## config.mk

```make
export PLATFORM = sky130hd
export DESIGN_NAME = sle_ext
export DESIGN_NICKNAME = d
export VERILOG_FILES = /design/src/sle_pkg.sv /design/src/sle_ext.sv
export SDC_FILE = /design/constraint.sdc
export NUM_CORES = 1
export LEC_CHECK = 0
export BUFFER_PORTS_ARGS = -buffer_cell sky130_fd_sc_hd__buf_4
export CORE_MARGIN = 2
export CORE_UTILIZATION = 40
export DETAILED_ROUTE_END_ITERATION = 12
export HOLD_SLACK_MARGIN = 0.12
export PLACE_DENSITY = 0.69
export SLEW_MARGIN = 25
export SYNTH_ARGS = -nofsm -noshare
export SYNTH_HDL_FRONTEND = slang
export SYNTH_SLANG_ARGS = --single-unit
export TNS_END_PERCENT = 100
```

## constraint.sdc

```tcl
create_clock -name clk_sys -period 2.4 [get_ports clk_sys]
set_input_delay 0.24 -clock clk_sys [delete_from_list [all_inputs] [get_ports clk_sys]]
set_output_delay 0.24 -clock clk_sys [all_outputs]
set_load 0.01 [all_outputs]
```

## src/sle_pkg.sv

```systemverilog
// package for the serial line extension block: register map, field positions,
// reset values, break lengths and the core-facing carrier structs.
// assumes an 8-bit register port and a receive/transmit core beside the block.
package sle_pkg;

  // register indices on the plain register port
  localparam logic [1:0] SLE_OFS_STATUS = 2'h0;
  localparam logic [1:0] SLE_OFS_CONTROL = 2'h1;

  // line_status_extra field positions
  localparam int SLE_ST_LIN_FLAG = 7;
  localparam int SLE_ST_EDGE_FLAG = 6;
  localparam int SLE_ST_RX_INV = 4;
  localparam int SLE_ST_IDLE_RPT = 3;
  localparam int SLE_ST_LONG_BRK = 2;
  localparam int SLE_ST_LIN_EN = 1;
  localparam int SLE_ST_BUSY = 0;

  // line_control_extra field positions
  localparam int SLE_CT_RX_NINTH = 7;
  localparam int SLE_CT_TX_NINTH = 6;
  localparam int SLE_CT_DIR = 5;
  localparam int SLE_CT_TX_INV = 4;
  localparam int SLE_CT_OR_IE = 3;
  localparam int SLE_CT_NF_IE = 2;
  localparam int SLE_CT_FE_IE = 1;
  localparam int SLE_CT_PF_IE = 0;

  // values after reset
  localparam logic [7:0] SLE_RST_STATUS = 8'h00;
  localparam logic [7:0] SLE_RST_CONTROL = 8'h00;

  // break lengths in bit times
  localparam logic [3:0] SLE_TX_BRK_SHORT = 4'hA;
  localparam logic [3:0] SLE_TX_BRK_LONG = 4'hD;
  localparam logic [3:0] SLE_RX_BRK_NORMAL = 4'hA;
  localparam logic [3:0] SLE_RX_BRK_LIN = 4'hB;

  // transmit break sequencer
  typedef enum logic [0:0] {SLE_TX_IDLE, SLE_TX_BREAK} sle_tx_state_t;

  // signals arriving from the receive/transmit core
  typedef struct packed {
    logic bit_tick;
    logic rx_pin;
    logic start_detect;
    logic idle_detect;
    logic rx_standby;
    logic rx_done;
    logic rx_stop_zero;
    logic rx_ninth;
    logic nine_bit;
    logic tx_break_req;
    logic tx_bit;
    logic tx_data_write;
    logic [7:0] tx_byte;
    logic data_read;
    logic loop_select;
    logic rx_source_select;
    logic overrun_flag;
    logic noise_flag;
    logic parity_error_flag;
  } sle_core_in_t;

  // signals returned to the core and the pins
  typedef struct packed {
    logic rx_line;
    logic idle_set;
    logic break_seen;
    logic rx_buffer_full;
    logic framing_error_flag;
    logic tx_load;
    logic [8:0] tx_word;
    logic tx_break_active;
    logic tx_break_done;
    logic tx_pin_out;
    logic tx_pin_oe;
    logic err_irq;
    logic status_irq;
  } sle_core_out_t;

endpackage : sle_pkg

```

## src/sle_ext.sv

```systemverilog
// serial line extension: break detect and generation, pin polarity, ninth
// bits, single-wire direction and error interrupt requests.
// assumes a core that gives one bit_tick per bit time and sync inputs.
//
// Summary of operation
// - lin break flag set on detect, w1c
// - edge flag on active rx edge, w1c
// - receive inversion flips every received element
// - standby idle sets flag only if enabled
// - tx break 10/11 or 13/14 bit times
// - framing detection ignores long break control
// - rx break threshold 10/11 or 11/12
// - lin detect blocks framing and buffer full
// - busy flag: set at start, clear idle
// - received ninth bit readable above byte
// - ninth tx bit loaded with byte, held
// - single-wire direction bit controls tx pin
// - transmit inversion flips tx output
// - overrun flag with enable requests interrupt
// - noise flag with enable requests interrupt
// - framing flag with enable requests interrupt
// - parity flag with enable requests interrupt
// - buffer full set on character transfer
`timescale 1ns/1ps
`default_nettype none

module sle_ext
  import sle_pkg::*;
#(
  parameter int ADDR_W = 2,
  parameter int BRK_CNT_W = 4
)
(
  // clock and reset
  input wire logic clk_sys,
  input wire logic rst_b,
  // register port
  input wire logic [ADDR_W-1:0] reg_addr,
  input wire logic [7:0] reg_wdata,
  input wire logic reg_wr,
  input wire logic reg_rd,
  output var logic [7:0] reg_rdata,
  // core side
  input wire sle_core_in_t core_in,
  output var sle_core_out_t core_out
);

  // elaboration checks
  if (ADDR_W < 1)
  begin : g_chk_addr
    $error("ADDR_W must be at least 1");
  end
  if (BRK_CNT_W < 4)
  begin : g_chk_cnt
    $error("BRK_CNT_W must hold a count of 14");
  end

  // register state
  logic [7:0] status_reg;
  logic [7:0] control_reg;
  logic rx_prev;
  logic [BRK_CNT_W-1:0] rx_zero_cnt;
  logic [BRK_CNT_W-1:0] tx_brk_cnt;
  sle_tx_state_t tx_state;

  // field views
  wire lin_flag = status_reg[SLE_ST_LIN_FLAG];
  wire edge_flag = status_reg[SLE_ST_EDGE_FLAG];
  wire rx_polarity_invert = status_reg[SLE_ST_RX_INV];
  wire standby_idle_report = status_reg[SLE_ST_IDLE_RPT];
  wire long_tx_break = status_reg[SLE_ST_LONG_BRK];
  wire lin_break_detect_enable = status_reg[SLE_ST_LIN_EN];
  wire receiver_busy_flag = status_reg[SLE_ST_BUSY];
  wire rx_ninth_bit = control_reg[SLE_CT_RX_NINTH];
  wire tx_ninth_bit = control_reg[SLE_CT_TX_NINTH];
  wire single_wire_pin_direction = control_reg[SLE_CT_DIR];
  wire tx_polarity_invert = control_reg[SLE_CT_TX_INV];

  // register port decode, shared by reads and writes
  function automatic logic hit(input logic [ADDR_W-1:0] a, input logic [1:0] ofs);
    hit = (a == ADDR_W'(ofs));
  endfunction : hit

  wire wr_status = reg_wr && hit(reg_addr, SLE_OFS_STATUS);
  wire wr_control = reg_wr && hit(reg_addr, SLE_OFS_CONTROL);
  wire rd_status = reg_rd && hit(reg_addr, SLE_OFS_STATUS);
  wire rd_control = reg_rd && hit(reg_addr, SLE_OFS_CONTROL);

  // receive line after polarity; the break counter and rx_line see this level
  wire rx_level = core_in.rx_pin ^ rx_polarity_invert;
  // edges judged on the raw pin, so flipping the invert control is no edge
  wire edge_hit = rx_polarity_invert ? (!rx_prev && core_in.rx_pin) :
    (rx_prev && !core_in.rx_pin);

  // break threshold; framing logic never sees the long tx control
  wire [BRK_CNT_W-1:0] rx_brk_base = BRK_CNT_W'(lin_break_detect_enable ?
    SLE_RX_BRK_LIN : SLE_RX_BRK_NORMAL);
  wire [BRK_CNT_W-1:0] rx_brk_len = rx_brk_base + BRK_CNT_W'(core_in.nine_bit);
  wire [BRK_CNT_W-1:0] next_rx_zero_cnt = !rx_level ? ((rx_zero_cnt == rx_brk_len) ?
    rx_zero_cnt : rx_zero_cnt + BRK_CNT_W'(1)) : '0;
  // one pulse when the run of zeros first reaches the threshold
  wire brk_hit = core_in.bit_tick && !rx_level &&
    (next_rx_zero_cnt == rx_brk_len) && (rx_zero_cnt != rx_brk_len);

  // idle report in standby
  wire next_idle_set = core_in.idle_detect &&
    (!core_in.rx_standby || standby_idle_report);

  // receive transfer gating while lin detection runs
  wire rx_accept = core_in.rx_done && !lin_break_detect_enable;
  wire fe_hit = rx_accept && core_in.rx_stop_zero;

  // status flags: hardware set wins over software clear
  wire w1c_lin = wr_status && reg_wdata[SLE_ST_LIN_FLAG];
  wire w1c_edge = wr_status && reg_wdata[SLE_ST_EDGE_FLAG];
  wire next_lin_flag = (brk_hit && lin_break_detect_enable) || (lin_flag && !w1c_lin);
  wire next_edge_flag = edge_hit || (edge_flag && !w1c_edge);
  wire next_busy = core_in.start_detect ||
    (receiver_busy_flag && !core_in.idle_detect);

  // status register: flags, then writable controls, bit 5 reads zero
  wire [7:0] next_status = {next_lin_flag, next_edge_flag, 1'b0,
    wr_status ? reg_wdata[4:1] : status_reg[4:1], next_busy};

  // control register: ninth rx bit captured on transfer, read-only
  wire next_rx_ninth = (rx_accept && core_in.nine_bit) ? core_in.rx_ninth : rx_ninth_bit;
  wire [7:0] next_control = {next_rx_ninth,
    wr_control ? reg_wdata[6:0] : control_reg[6:0]};

  // receive buffer and framing flags; set wins over the data read clear
  wire next_rx_full = rx_accept ||
    (core_out.rx_buffer_full && !core_in.data_read);
  wire next_fe_flag = fe_hit ||
    (core_out.framing_error_flag && !core_in.data_read);

  // transmit break sequencer
  wire [BRK_CNT_W-1:0] tx_brk_base = BRK_CNT_W'(long_tx_break ?
    SLE_TX_BRK_LONG : SLE_TX_BRK_SHORT);
  wire [BRK_CNT_W-1:0] tx_brk_len = tx_brk_base + BRK_CNT_W'(core_in.nine_bit);
  wire tx_last_tick = (tx_state == SLE_TX_BREAK) && core_in.bit_tick &&
    (tx_brk_cnt == BRK_CNT_W'(1));
  sle_tx_state_t next_tx_state;
  logic [BRK_CNT_W-1:0] next_tx_brk_cnt;

  // sequencer next state
  always_comb
  begin
    next_tx_state = tx_state;
    next_tx_brk_cnt = tx_brk_cnt;
    case (tx_state)
      SLE_TX_IDLE:
      begin
        if (core_in.tx_break_req)
        begin
          next_tx_state = SLE_TX_BREAK;
          next_tx_brk_cnt = tx_brk_len;
        end
      end
      SLE_TX_BREAK:
      begin
        if (tx_last_tick)
        begin
          next_tx_state = SLE_TX_IDLE;
          next_tx_brk_cnt = '0;
        end
        else if (core_in.bit_tick)
        begin
          next_tx_brk_cnt = tx_brk_cnt - BRK_CNT_W'(1);
        end
      end
      default:
      begin
        next_tx_state = SLE_TX_IDLE;
        next_tx_brk_cnt = '0;
      end
    endcase
  end

  // pin outputs; break forces space before inversion
  wire tx_level = (next_tx_state == SLE_TX_BREAK) ? 1'b0 : core_in.tx_bit;
  wire next_tx_pin = tx_level ^ tx_polarity_invert;
  wire single_wire = core_in.loop_select && core_in.rx_source_select;
  wire next_tx_oe = !single_wire || single_wire_pin_direction;

  // error interrupt request; level, follows flag and enable
  wire [3:0] err_src = {core_in.overrun_flag, core_in.noise_flag,
    core_out.framing_error_flag, core_in.parity_error_flag};
  wire [3:0] err_en = control_reg[SLE_CT_OR_IE:SLE_CT_PF_IE];
  wire next_err_irq = |(err_src & err_en);
  wire next_status_irq = lin_flag || edge_flag;

  // read mux; unmapped reads return zero
  wire [7:0] next_rdata = rd_status ? status_reg : (rd_control ? control_reg : 8'h00);

  // register file and line state
  always_ff @(posedge clk_sys or negedge rst_b)
  begin
    if (!rst_b)
    begin
      status_reg <= SLE_RST_STATUS;
      control_reg <= SLE_RST_CONTROL;
      rx_prev <= 1'b1;
      rx_zero_cnt <= '0;
      tx_brk_cnt <= '0;
      tx_state <= SLE_TX_IDLE;
      reg_rdata <= 8'h00;
    end
    else
    begin
      status_reg <= next_status;
      control_reg <= next_control;
      rx_prev <= core_in.rx_pin;
      rx_zero_cnt <= core_in.bit_tick || rx_level ? next_rx_zero_cnt : rx_zero_cnt;
      tx_brk_cnt <= next_tx_brk_cnt;
      tx_state <= next_tx_state;
      reg_rdata <= next_rdata;
    end
  end

  // core-facing outputs, all from flops
  always_ff @(posedge clk_sys or negedge rst_b)
  begin
    if (!rst_b)
    begin
      core_out <= '0;
      core_out.rx_line <= 1'b1;
      core_out.tx_pin_out <= 1'b1;
      core_out.tx_pin_oe <= 1'b1;
    end
    else
    begin
      core_out.rx_line <= rx_level;
      core_out.idle_set <= next_idle_set;
      core_out.break_seen <= brk_hit;
      core_out.rx_buffer_full <= next_rx_full;
      core_out.framing_error_flag <= next_fe_flag;
      // nine-bit word taken with the byte; ninth bit stays as last written
      core_out.tx_load <= core_in.tx_data_write;
      core_out.tx_word <= core_in.tx_data_write ? {tx_ninth_bit, core_in.tx_byte} :
        core_out.tx_word;
      core_out.tx_break_active <= (next_tx_state == SLE_TX_BREAK);
      core_out.tx_break_done <= tx_last_tick;
      core_out.tx_pin_out <= next_tx_pin;
      core_out.tx_pin_oe <= next_tx_oe;
      core_out.err_irq <= next_err_irq;
      core_out.status_irq <= next_status_irq;
    end
  end
endmodule : sle_ext

`default_nettype wire

```

==> results.ini <==
[outcome]
outcome=complete, no violations

[floorplanning]
num_rows=28
fp.dieW_um=81.13
die_area_um2=6582
die_y_um=81.13
ioPinCount=69
start_util_pct=40.68
coreArea_um2=5851

[power]
p_sw_share_pct=28.14
seqPwrFrac_pct=49.9
internal-power_uw=1688
clkPwrFrac_pct=26.0
peakVddDrop_mv=0.3849
switchingPower_uw=661.0
leakage_uw=0.001484
powerDensity_nw_per_um2=751.8
pwr-share-comb_pct=24.2

[cts]
postCtsResizedCells=0
cts_tree=yes
cts_buffer_depth=2
cts_sinks=53
cts_buffers=5
cts_max_level=2
root_buffer=clkbuf_8
cts_hold_buf=6
cts_setup_buffers=0
insertion_delay_ns=0.29
path_clk_slew_ns=0.09

[critical_path]
worstPathMaxFanout=5
required_ns=2.59
critPathArrivalTime_ns=2.00
criticalPathCategory=flop to flop
rr_endpoint=rx_zero_cnt[2]
cp-start-kind=flop
worst_setup_path_end_kind=flop
rrSetupSlack_ns=0.59
worstRegToRegCells=5
reg2reg_from=status_reg[1]

[detailed_routing]
dr.pass1.iters=4
ant_nets=0
viasPerCell=4.946
wire_per_inst_um=13.92
vias=1726
drc=0
wirelength_um=4858
drtIter0Drc=78

[yosys]
synth_fp_nets=245
synth.top_cell.area_share_pct=51.52
async_reset_ff_share_pct=100.0
yosys-top-cells-area=dfrtp_1 52%, mux2_2 9.5%, dfstp_2 4.4%, mux2i_1 4.2%, ha_1 3.2%
syn_area_um2=2380
seq_area_frac_synth_pct=55.94
synth_top_area_cell=dfrtp_1
synthDistinctLibCells=44
syn_area_per_cell_um2=11.96
synthCells=199
synth-seq-cells=53
synthFlopType=dfrtp_1
synth_warnings=0
synth-edff-count=0

[layout]
num_antenna_cells=0
nFillCells=527
drive_above_1_share_pct=38.69
largest_reg_flops=21
mostFrequentLayoutCells=68 x buf_4, 49 x dfrtp_1, 20 x mux2_2, 18 x nor2_1, 15 x nand2_1
syn2layout_area_growth_pct=31.28
final_cells=349
nets=319
layout_commonest_cell=buf_4

[job]
max_cap_viol_count=0

[grt]
grt_pass1_vias=1629
grt_start_max_net_pins=54
globalRouteOverflowTotal=0
antenna_found_initial=0
grt_pass1_wl_um=7596
grt_use_total_pct=14.93

[placement]
hpwl_um=3528
gp_congestion=0.8186
portBuffers=68
placedCellCount=335

[timing]
finalSetupTns_ns=0
final-hold-violation-count=0
holdWs_ns=0.1489
rsz0062_at_grt=false
skew_ns=0.003278
period_needed_ns=1.814
slew_headroom_pct=56.38
finalCritPeriodShare_pct=75.57
setup_violations=0
fmax_mhz=551.3
worst_pin_slew_ns=0.6543
slew_viol_final=0

[min_path]
hold_path.startpoint=core_in[2]
holdPathStages=3
hold_class=input port to flop
whs_endpoint=core_out[1]

## cells by family after synthesis
family	after synthesis	synth area share (%)
flip-flops	53	55.94
adder cells (fa/ha/maj)	6	3.154
AND/OR/NAND/NOR	53	11.78
AO/OA/AOI/OAI	31	9.359
multiplexers	30	13.67
XOR/XNOR	6	2.524
buffers and inverters	20	3.575
## per-stage QoR
| stage | total power (µW) | utilization [%] | area [µm²] | worst slack (ns) |
|---|---|---|---|---|
| floorplan | 1515 | - | 2380 | 0.7570 |
| global placement | 1734 | 50.38 | 2948 | 0.6987 |
| detailed placement | 1754 | 50.38 | 2948 | 0.6002 |
| CTS | 2372 | 53.40 | 3124 | 0.5839 |
| global route | 2484 | 53.40 | 3124 | 0.5038 |
| finish | 2349 | 53.40 | 3124 | 0.5862 |
## layer usage
metal	GRT usage [%]	share of wire [%]	up-vias
li1	-	-	843
met1	19.77	45	828
met2	25.12	48	53
met3	3.556	6.8	2
met4	3.051	0.39	0
met5	0	0	-
## worst max-delay path: stages (launching register included)
cell      delay [ns]
dfrtp_1         0.44
ha_1            0.35
xor2_2          0.23
o311ai_0        0.34
o221ai_1        0.17
and2_1          0.18
## cells in the mapped netlist, types with 3 or more instances
| master | count |
|---|---|
| a21o_1 | 4 |
| a21oi_1 | 5 |
| clkbuf_1 | 3 |
| dfrtp_1 | 49 |
| dfstp_2 | 4 |
| ha_1 | 6 |
| inv_1 | 13 |
| mux2_2 | 20 |
| mux2i_1 | 10 |
| nand2_1 | 15 |
| nand3b_1 | 3 |
| nor2_1 | 18 |
| o21ai_0 | 7 |
| xnor2_1 | 5 |
## power groups by stage
stage / sequential (µW) / combinational [µW] / clock [µW]
3_5_place_dp: 1190 / 565 / 0
6_report: 1170 / 567 / 610
2_1_floorplan: 1180 / 340 / 0
4_1_cts: 1170 / 575 / 623
3_3_place_gp: 1190 / 548 / 0
5_1_grt: 1190 / 634 / 656
## worst max-delay path by stage
stage,startpoint,end,cells after the start
2_1_floorplan,status_reg[1],rx_zero_cnt[2],5
3_3_place_gp,status_reg[1],rx_zero_cnt[2],5
3_5_place_dp,status_reg[1],rx_zero_cnt[2],5
4_1_cts,status_reg[1],rx_zero_cnt[2],5
5_1_grt,status_reg[1],rx_zero_cnt[2],5
6_report,status_reg[1],rx_zero_cnt[2],5
## area by class of cell
class                           instances  area [µm²]  share of cell area (%)
Sequential cell                        53        1331                   42.61
Timing Repair Buffer                   74       570.5                   18.26
Tap cell                               75       93.84                   3.004
Clock buffer                            7       86.33                   2.763
Inverter                               13       48.80                   1.562
Clock inverter                          1       30.03                  0.9612
Multi-Input combinational cell        126       963.4                   30.84
Note: power is estimated with default switching activity, not from simulation.
